### src/include/csm_regs.vh
// chip select configuration: register offsets, fields, reset values
// assumes byte-wide registers reached over a plain strobe port
`ifndef CSM_REGS_VH
`define CSM_REGS_VH

// ----------------------------------------------------------------------------
// register offsets
// ----------------------------------------------------------------------------
`define CSM_ADDR_W        8
`define CSM_CTL0_ADDR     8'hAA
`define CSM_CTL1_ADDR     8'hAD
`define CSM_CTL2_ADDR     8'hB0
`define CSM_CTL3_ADDR     8'hB3
`define CSM_PRO0_ADDR     8'hF0
`define CSM_PRO1_ADDR     8'hF1
`define CSM_PRO2_ADDR     8'hF2
`define CSM_PRO3_ADDR     8'hF3
`define CSM_LB0_ADDR      8'hA8
`define CSM_LB1_ADDR      8'hAB
`define CSM_LB2_ADDR      8'hAE
`define CSM_LB3_ADDR      8'hB1
`define CSM_UB0_ADDR      8'hA9
`define CSM_UB1_ADDR      8'hAC
`define CSM_UB2_ADDR      8'hAF
`define CSM_UB3_ADDR      8'hB2

// ----------------------------------------------------------------------------
// reset values
// ----------------------------------------------------------------------------
`define CSM_CTL0_RST      8'hE8
`define CSM_CTL_RST       8'h00
`define CSM_PRO_RST       8'h02
`define CSM_LB_RST        8'h00
`define CSM_UB0_RST       8'hFF
`define CSM_UB_RST        8'h00

// ----------------------------------------------------------------------------
// fields and masks
// ----------------------------------------------------------------------------
`define CSM_CTL_WMASK     8'hF8
`define CSM_PRO_WMASK     8'hEF
`define CSM_WAIT_HI       7
`define CSM_WAIT_LO       5
`define CSM_IO_BIT        4
`define CSM_EN_BIT        3
`define CSM_MODE_HI       7
`define CSM_MODE_LO       6
`define CSM_MUX_BIT       5
`define CSM_LEN_HI        3
`define CSM_LEN_LO        0
`define CSM_MODE_NATIVE   2'h0
`define CSM_MODE_ALT1     2'h1
`define CSM_MODE_ALT2     2'h2
`define CSM_MODE_ALT3     2'h3
`define CSM_ZERO8         8'h00
`define CSM_ZERO4         4'h0
`define CSM_ONE4          4'h1
`define CSM_ONE3          3'h1

`endif

### src/csm_chip_select.v
// chip select configuration bank with address decode and access timing
// assumes a synchronous byte register port and a one-cycle access start pulse
//
// Summary of operation
// - wait field inserts its value as wait states
// - type bit picks memory or I/O space
// - enable bit turns the select on
// - reset loads E8h select 0, 00h others
// - mode field picks one of four protocols
// - non-native protocol ignores wait field
// - mux bit puts address onto data bus
// - each protocol state lasts length-field clocks
// - length field ignored in native mode
// - memory select hits within lower..upper bounds
// - I/O select hits on lower bound match
// - switch to strobe protocols adds one clock
`timescale 1ns/10ps
`default_nettype none
`include "csm_regs.vh"

module csm_chip_select #(
  parameter NUM_SEL    = 4,
  parameter PROT_STATES = 4
) (
  input  wire        ref_clk,
  input  wire        rst_n,
  input  wire [7:0]  regAddr,
  input  wire [7:0]  regWrData,
  input  wire        regWrEn,
  input  wire        regRdEn,
  output reg  [7:0]  regRdData,
  input  wire [23:0] busAddr,
  input  wire        memReq,
  input  wire        ioReq,
  input  wire        accessStart,
  output reg  [3:0]  selectActive_n,
  output reg  [1:0]  accessMode,
  output reg         sharedAddrData,
  output wire        accessBusy
);

  // ----------------------------------------------------------------------------
  // storage
  // ----------------------------------------------------------------------------
  reg [7:0] ctl_r [0:3];
  reg [7:0] pro_r [0:3];
  reg [7:0] lb_r  [0:3];
  reg [7:0] ub_r  [0:3];
  reg [1:0] lastMode_r;
  integer   i;
  integer   j;
  // states per non-native access, sized for the count arithmetic
  localparam [7:0] PROT_N = PROT_STATES;

  // index of a register address within a group of four, or 4 on miss
  function [2:0] grpIdx;
    input [7:0] a;
    input [7:0] a0;
    input [7:0] a1;
    input [7:0] a2;
    input [7:0] a3;
    begin
      if (a == a0) grpIdx = 3'd0;
      else if (a == a1) grpIdx = 3'd1;
      else if (a == a2) grpIdx = 3'd2;
      else if (a == a3) grpIdx = 3'd3;
      else grpIdx = 3'd4;
    end
  endfunction

  wire [2:0] ctlIdx = grpIdx(regAddr, `CSM_CTL0_ADDR, `CSM_CTL1_ADDR, `CSM_CTL2_ADDR, `CSM_CTL3_ADDR);
  wire [2:0] proIdx = grpIdx(regAddr, `CSM_PRO0_ADDR, `CSM_PRO1_ADDR, `CSM_PRO2_ADDR, `CSM_PRO3_ADDR);
  wire [2:0] lbIdx  = grpIdx(regAddr, `CSM_LB0_ADDR, `CSM_LB1_ADDR, `CSM_LB2_ADDR, `CSM_LB3_ADDR);
  wire [2:0] ubIdx  = grpIdx(regAddr, `CSM_UB0_ADDR, `CSM_UB1_ADDR, `CSM_UB2_ADDR, `CSM_UB3_ADDR);

  // ----------------------------------------------------------------------------
  // register writes; reserved bits masked so they stay zero
  // ----------------------------------------------------------------------------
  always @(posedge ref_clk or negedge rst_n) begin
    if (!rst_n) begin
      ctl_r[0] <= `CSM_CTL0_RST;
      ub_r[0]  <= `CSM_UB0_RST;
      for (i = 1; i < 4; i = i + 1) begin
        ctl_r[i] <= `CSM_CTL_RST;
        ub_r[i]  <= `CSM_UB_RST;
      end
      for (i = 0; i < 4; i = i + 1) begin
        pro_r[i] <= `CSM_PRO_RST;
        lb_r[i]  <= `CSM_LB_RST;
      end
    end else if (regWrEn) begin
      if (ctlIdx[2] == 1'b0) begin
        ctl_r[ctlIdx[1:0]] <= regWrData & `CSM_CTL_WMASK;
      end
      if (proIdx[2] == 1'b0) begin
        pro_r[proIdx[1:0]] <= regWrData & `CSM_PRO_WMASK;
      end
      if (lbIdx[2] == 1'b0) begin
        lb_r[lbIdx[1:0]] <= regWrData;
      end
      if (ubIdx[2] == 1'b0) begin
        ub_r[ubIdx[1:0]] <= regWrData;
      end
    end
  end

  // read data, registered one cycle after the strobe; unmapped reads zero
  always @(posedge ref_clk or negedge rst_n) begin
    if (!rst_n) begin
      regRdData <= `CSM_ZERO8;
    end else if (regRdEn) begin
      if (ctlIdx[2] == 1'b0) regRdData <= ctl_r[ctlIdx[1:0]];
      else if (proIdx[2] == 1'b0) regRdData <= pro_r[proIdx[1:0]];
      else if (lbIdx[2] == 1'b0) regRdData <= lb_r[lbIdx[1:0]];
      else if (ubIdx[2] == 1'b0) regRdData <= ub_r[ubIdx[1:0]];
      else regRdData <= `CSM_ZERO8;
    end else begin
      regRdData <= `CSM_ZERO8;
    end
  end

  // ----------------------------------------------------------------------------
  // address decode; lowest select wins on overlap
  // ----------------------------------------------------------------------------
  reg [3:0] hit;
  reg [1:0] selIdx;
  reg       anyHit;
  always @* begin
    hit    = 4'h0;
    selIdx = 2'h0;
    anyHit = 1'b0;
    for (j = 0; j < 4; j = j + 1) begin
      if (ctl_r[j][`CSM_EN_BIT]) begin
        if (ctl_r[j][`CSM_IO_BIT]) begin
          hit[j] = ioReq && (busAddr[15:8] == lb_r[j]);
        end else begin
          hit[j] = memReq && (busAddr[23:16] >= lb_r[j]) && (busAddr[23:16] <= ub_r[j]);
        end
      end
    end
    for (j = 3; j >= 0; j = j - 1) begin
      if (hit[j]) begin
        selIdx = j[1:0];
        anyHit = 1'b1;
      end
    end
  end

  // ----------------------------------------------------------------------------
  // access length for the decoded select
  // ----------------------------------------------------------------------------
  wire [7:0] selCtl  = ctl_r[selIdx];
  wire [7:0] selPro  = pro_r[selIdx];
  wire [1:0] selMode = selPro[`CSM_MODE_HI:`CSM_MODE_LO];
  wire [3:0] selLen  = selPro[`CSM_LEN_HI:`CSM_LEN_LO];
  wire [2:0] selWait = selCtl[`CSM_WAIT_HI:`CSM_WAIT_LO];
  wire       strobeSwitch = ((selMode == `CSM_MODE_ALT2) || (selMode == `CSM_MODE_ALT3)) &&
                            (lastMode_r != selMode);
  reg  [7:0] loadCount;
  always @* begin
    if (selMode == `CSM_MODE_NATIVE) begin
      loadCount = {5'h00, selWait};
    end else begin
      // wait field ignored; each protocol state spans selLen clocks
      loadCount = {4'h0, selLen} * PROT_N + {7'h00, strobeSwitch};
    end
  end

  wire startAcc = accessStart && anyHit && !accessBusy;

  csm_access_timer #(
    .CNT_W(8)
  ) u_timer (
    .ref_clk  (ref_clk),
    .rst_n    (rst_n),
    .start    (startAcc),
    .loadCount(loadCount),
    .busy     (accessBusy)
  );

  // ----------------------------------------------------------------------------
  // select outputs and per-access protocol state
  // ----------------------------------------------------------------------------
  always @(posedge ref_clk or negedge rst_n) begin
    if (!rst_n) begin
      selectActive_n <= 4'hF;
      accessMode     <= `CSM_MODE_NATIVE;
      sharedAddrData <= 1'b0;
      lastMode_r     <= `CSM_MODE_NATIVE;
    end else begin
      selectActive_n <= ~hit; // every hitting select, low true
      if (startAcc) begin
        accessMode     <= selMode;
        sharedAddrData <= selPro[`CSM_MUX_BIT];
        lastMode_r     <= selMode;
      end
    end
  end

endmodule
`default_nettype wire

### src/csm_access_timer.v
// access timer: counts wait states or protocol state clocks for one access
// assumes start is a one-cycle pulse from the decoder while the timer is idle
`timescale 1ns/10ps
`default_nettype none
`include "csm_regs.vh"

module csm_access_timer #(
  parameter CNT_W = 8
) (
  input  wire             ref_clk,
  input  wire             rst_n,
  input  wire             start,
  input  wire [CNT_W-1:0] loadCount,
  output wire             busy
);

  reg [CNT_W-1:0] count_r;
  reg [CNT_W-1:0] count_nxt;

  // ----------------------------------------------------------------------------
  // down counter
  // ----------------------------------------------------------------------------
  always @* begin
    count_nxt = count_r;
    if (start) begin
      count_nxt = loadCount;
    end else if (count_r != {CNT_W{1'b0}}) begin
      count_nxt = count_r - {{(CNT_W-1){1'b0}}, 1'b1};
    end
  end

  // count register
  always @(posedge ref_clk or negedge rst_n) begin
    if (!rst_n) begin
      count_r <= {CNT_W{1'b0}};
    end else begin
      count_r <= count_nxt;
    end
  end

  assign busy = (count_r != {CNT_W{1'b0}});

endmodule
`default_nettype wire

### config.mk
export PLATFORM = sky130hd
export DESIGN_NAME = csm_chip_select
export DESIGN_NICKNAME = d
export VERILOG_FILES = /design/src/csm_chip_select.v /design/src/csm_access_timer.v
export VERILOG_INCLUDE_DIRS = /design/src /design/src/include
export SDC_FILE = /design/constraint.sdc
export NUM_CORES = 1
export LEC_CHECK = 0
export BUFFER_PORTS_ARGS = -buffer_cell sky130_fd_sc_hd__buf_2
export CORE_MARGIN = 2
export CORE_UTILIZATION = 32
export CTS_CLUSTER_SIZE = 12
export DETAILED_ROUTE_END_ITERATION = 16
export GPL_TIMING_DRIVEN = 0
export PLACE_DENSITY = 0.45
export SYNTH_ARGS = -nofsm -noshare
export SYNTH_HDL_FRONTEND = slang
export SYNTH_SLANG_ARGS = --single-unit
### constraint.sdc
create_clock -name ref_clk -period 3.8 [get_ports ref_clk]
set_input_delay 0.76 -clock ref_clk [delete_from_list [all_inputs] [get_ports ref_clk]]
set_output_delay 0.76 -clock ref_clk [all_outputs]
set_load 0.05 [all_outputs]
Yosys cells after proc, flatten, opt, wreduce, memory -nomap -nowiden
Index checks and enable logic that the tools add are counted.

Register bits: 151. Latch bits: 0. RAM bits: 0. Memory bits (read-only): 0. Input bits: 47. Output and inout bits: 16. Word-level logic and storage cells: 171. Memories: 0.

Add/subtract/negate cells: 2. $mul: 0. Divide/modulo/power cells: 0. Order comparisons: 17. Equal/unequal tests: 23. Shift operators: 0. Mux-type cells: 70. Bitwise gates (word level): 10. Reduce and logical (&&, ||, !) cells: 28.

Operator list (count): 2-to-1 mux 8 bit (23); bitwise mux 32 bit (4); == test 8 bit, second input constant (16); binary-select mux 8 bit (select 2 bit) (6); demux 8 bit (select 2 bit) (4); 2-to-1 mux 3 bit (16); == test 8 bit (4); >= comparator 8 bit (4); <= comparator 8 bit (4); logical AND 1 bit (19); >= comparator 3 bit, second input constant (5); inverter 2 -> 3 bit (5); < comparator 3 x 1 -> 1 bit, second input constant (4); 2-to-1 mux 1 bit (12); 2-to-1 mux 2 bit (4); AND reduction 2 bit (4); nonzero test 8 bit (1); subtractor 8 x 1 -> 8 bit, second input constant (1); adder 6 x 1 -> 7 bit (1); 2-to-1 mux 7 bit (1); == test 2 bit, second input constant (2); inverter 1 bit (4); inverter 4 bit (1); zero test 2 bit (1); 4 further kinds (4).

Depth between registers and ports, before layout
Word-level depth: 19. Gate-level depth with buffers: 13. Gate-level depth less buffers: 12.

By module
From an unflattened synthesis, not the netlist that was laid out.

Cells, all modules: 834. Area total of the unflattened synthesis: 8602.0 µm².

By module, submodules not included: csm_chip_select (times used 1, cells an instance 779, area an instance 8111.5 µm², sequential area each 3203.1 µm²); csm_access_timer (times used 1, cells an instance 55, area an instance 490.5 µm², sequential area each 200.2 µm²).

Least setup slack after synthesis
Ideal clock, no wire load.

Path type: in2reg. Start point: input busAddr[16]. End point: register u_timer.count_r[2]. Arrival time: 3.617 ns. Required time: 3.731 ns. Setup slack: 0.114 ns. Stages on the path: 13. Buffers on the path: 1. Cell sequence: inv_1 > ha_1 > nand2b_1 > a2111oi_0 > o31a_1 > nor4b_1 > a41o_1 > inv_2 > a21o_1 > buf_6 > mux4_2 > or4b_1 > nand3_1.

Cells in the longest elaborated chain, start to end: 19. Elaborated cells on any way between the ends: 51. Classes of those cells: 1 x add/sub; 8 x order compare; 3 x eq/ne; 24 x mux; 1 x bitwise; 14 x reduce/logical.

Ends and longest elaborated chain: from (decl) (line csm_chip_select.v:32) `input wire [23:0] busAddr,`; >= comparator 8 bit (line csm_chip_select.v:137) `hit[j] = memReq && (busAddr[23:16] >= lb_r[j]) && (busAddr[23:16] <= ub_r[j]);`; logical AND 1 bit (2 in a row) (line csm_chip_select.v:137); 2-to-1 mux 1 bit (line csm_chip_select.v:134) `` if (ctl_r[j][`CSM_IO_BIT]) begin ``; 2-to-1 mux 1 bit (line csm_chip_select.v:133) `` if (ctl_r[j][`CSM_EN_BIT]) begin ``; 2-to-1 mux 2 bit (4 in a row) (line csm_chip_select.v:142) `if (hit[j]) begin`; inverter 2 -> 3 bit (not written as such) (line csm_chip_select.v:152, csm_chip_select.v:153); binary-select mux 8 bit (select 2 bit) (line csm_chip_select.v:153) `wire [7:0] selPro = pro_r[selIdx];`; 2-to-1 mux 8 bit (not written as such) (2 in a row) (line csm_chip_select.v:153); == test 2 bit (no source line); logical OR 1 bit (line csm_chip_select.v:157) `` wire strobeSwitch = ((selMode == `CSM_MODE_ALT2) || (selMode == `CSM_MODE_ALT3)) && ``; logical AND 1 bit (line csm_chip_select.v:157); adder 6 x 1 -> 7 bit (line csm_chip_select.v:165) `loadCount = {4'h0, selLen} * PROT_N + {7'h00, strobeSwitch};`; 2-to-1 mux 7 bit (line csm_chip_select.v:161) `` if (selMode == `CSM_MODE_NATIVE) begin ``; 2-to-1 mux 8 bit (line csm_access_timer.v:25) `if (start) begin`; to (signal assigned) (line csm_access_timer.v:35) `count_r <= {CNT_W{1'b0}};`; to (signal assigned) (line csm_access_timer.v:37) `count_r <= count_nxt;`; to (decl) (line csm_access_timer.v:17) `reg [CNT_W-1:0] count_r;`.

Parallel ways exist; a longest one is shown, timed or not. The select of a mux whose other input is x is not followed. A chain may end at the register's enable or synchronous reset.

Worst setup path after layout
Ends and elaborated chain as after synthesis.

==> results.toml <==
[yosys]
ys_ff_latch = 135
async_reset_ff_share_pct = 100
synth_edf_count = 0
yosysWarnings = 0
syn_area_mm2 = 0.00843
postSynthCellCount = 780
synthDistinctLibCells = 64
ys.flop_type = "dfrtp_1"
avgSynthCellArea_um2 = 10.8
yosysSeqAreaShare_pct = 40.4
synthesis.nets = 892

[place]
port_buffers = 48
dp_slack_ps = -1170
hpwlAfterDp_um = 19400
gp_congestion = 0.850

[layout]
num-nets-final = 970
final_layout_size_suffix_gt1_share_pct = 30.9
layout_common_cells = "dfrtp_1 (115), mux2_2 (108), inv_1 (66)"
post-route-util_pct = 38.4
layout_commonest_cell = "dfrtp_1"
nFillCells = 2633
multi_input_area_mm2 = 0.00476
ff_latch_area_mm2 = 0.00340
n_antenna_cell = 0
area_growth_pct = 18.5

[global_routing]
grt.busiest_layer = "met2"
gr-total-overflow = 0
antenna_found_initial = 0
grt_pass1_vias = 6392
grt_pass1_wl_um = 40400
met3_usage_pct = 3.12
grt_util_met2_pct = 31.0
grt_max_degree = 73
grtUsageTotal_pct = 19.6
grtUsageMet1_pct = 27.4

[critical_path]
r2r_slack_ps = 240
critical_path_arrival_ps = 4040
crit_family = "simple AND/OR/NAND/NOR gates"
crit_buf_inv = 6
critical_path_class = "primary input to flip-flop"
worstRegToRegCells = 12
slowest_delay_ps = 550
cpMaxStageDelayCell = "or4b_1"
endpoint_kind = "flip-flop"
crit_fanout = 6
crit_chain = "buf_2 -> clkinvlp_4 -> buf_12 -> buf_4 -> ha_1 -> nand4_1 -> o21ai_0 -> nor4b_4 -> a41o_2 -> inv_4 -> a21o_1 -> buf_6 -> mux4_2 -> or4b_1 -> nand3_1"
worstPathRequired_ps = 4170
cp-start-kind = "primary input"
crit_cells = 15

[clocking]
cts_buffers = 17
cts_root_buf = "clkbuf_16"
cts.path.max_buffers = 2
cts_tree = "yes"
cts_max_level = 4
hold_buffers = 0
cts.sinks = 135
clk_pin_slew_ps = 60
clk_latency_ps = 430

[drt]
ant_nets = 0
vias = 6356
drt-initial-drc-count = 418
drt_wl_total_um = 26400
drc = 0
first_pass_iters = 4
routedWlPerCell_um = 21.9
vias_per_cell = 5.27

[power_and_ir_drop]
p_leak_nw = 4.41
power_density_mw_per_mm2 = 415
ir_worst_vdd_mv = 0.242

[floorplan]
rows = 59
fp.dieW_um = 166
initial_core_util_pct = 32.4
fp.dieH_um = 166
core_area_mm2 = 0.0260
dieArea_mm2 = 0.0277
io_pins = 63

[sta]
rsz0062_at_grt = "yes"
fmax_mhz = 272
setup_ws_ps = 127
finalClockSkew_ps = 7.01
finalSetupTns_ps = 0
period_needed_ps = 3670
post-route-period-util_pct = 96.7
worst_pin_slew_ps = 942
setup_viol_count_final = 0
slew_viol_final = 0
hold_viol_final = 0
maxSlewHeadroom_pct = 37.0

[outcome]
outcome = "finished clean"

[flow_run]
drv_cap = 0

[worst_hold_path]
hold_class = "primary input to async pin"
## report_power, final
| group | internal [W] | switching, W |
|---|---|---|
| Sequential | 0.00154 | 0.0000933 |
| Combinational | 0.000305 | 0.000411 |
| Clock | 0.00112 | 0.000674 |
## final cells by class
class                   instances  share of cell area, %
repair buffers                 59                   3.62
well taps                     335                   4.20
clock inverters                10                   1.42
multi-input cells             549                   47.6
flip-flops and latches        135                   34.1
clock buffers                  22                   4.95
plain buffers                  27                   1.47
inverters                      69                   2.66
## state kept, by name, summed over array words and instances, names as in the netlist
name             count
selectActive_n       4
lastMode_r           2
u_timer.count_r      8
ub_r                32
pro_r               28
regRdData            8
sharedAddrData       1
lb_r                32
ctl_r               20
## timing repair
action	in CTS	in global routing
setup buffers	2	8
setup endpoints to repair	24	15
pin swaps	2	5
gates resized for setup	15	15
hold endpoints to repair	0	0
## synth_stat cells, drive strengths merged (10+ instances only)
library cell  count  area share, %
nand3            19            1.1
o21ai            20            1.2
dfrtp           115             34
nor2             34            1.5
clkbuf           18           0.80
mux4             14            3.9
inv              68            3.0
ha               65            9.6
dfstp            20            6.2
mux2            108             14
xnor2            30            3.6
nand4            24            1.9
nor3             10           0.59
nand2            52            2.3
o22ai            12           0.89
a21oi            36            2.1
## final timing paths
path | start | to
setup / recovery | busAddr[16] | u_timer.count_r[2]
hold / removal | rst_n | ub_r[12]
setup reg to reg | ub_r[25] | u_timer.count_r[2]
hold reg to reg | sharedAddrData | sharedAddrData
max in group asynchronous | rst_n | selectActive_n[0]
min in group ref_clk | sharedAddrData | sharedAddrData
## layer usage
layer	vias up	wire, um
li1	3028	-
met1	3192	12800
met2	102	12100
met3	34	870
met4	0	582
met5	-	0
## cell families after synthesis
group / share of synthesized area, %
buffers and inverters: 4.78
multiplexers: 18.9
AO/OA/AOI/OAI: 10.9
adder cells (fa/ha/maj): 9.65
flip-flops: 40.4
XOR/XNOR: 3.98
AND/OR/NAND/NOR: 11.4
## stage by stage
| stage | instances | area (um2) | hold WS (ps) | power (W) |
|---|---|---|---|---|
| finish | 1206 | 9990 | 307 | 0.00414 |
| global route | 1206 | 9990 | 369 | 0.00435 |
| CTS | 1198 | 9850 | 336 | 0.00417 |
| detailed placement | 1164 | 9120 | 479 | 0.00235 |
| global placement | 1163 | 9090 | 467 | 0.00234 |
| floorplan | 780 | 8430 | 460 | 0.00210 |
Power figures use the tool's default switching activity.
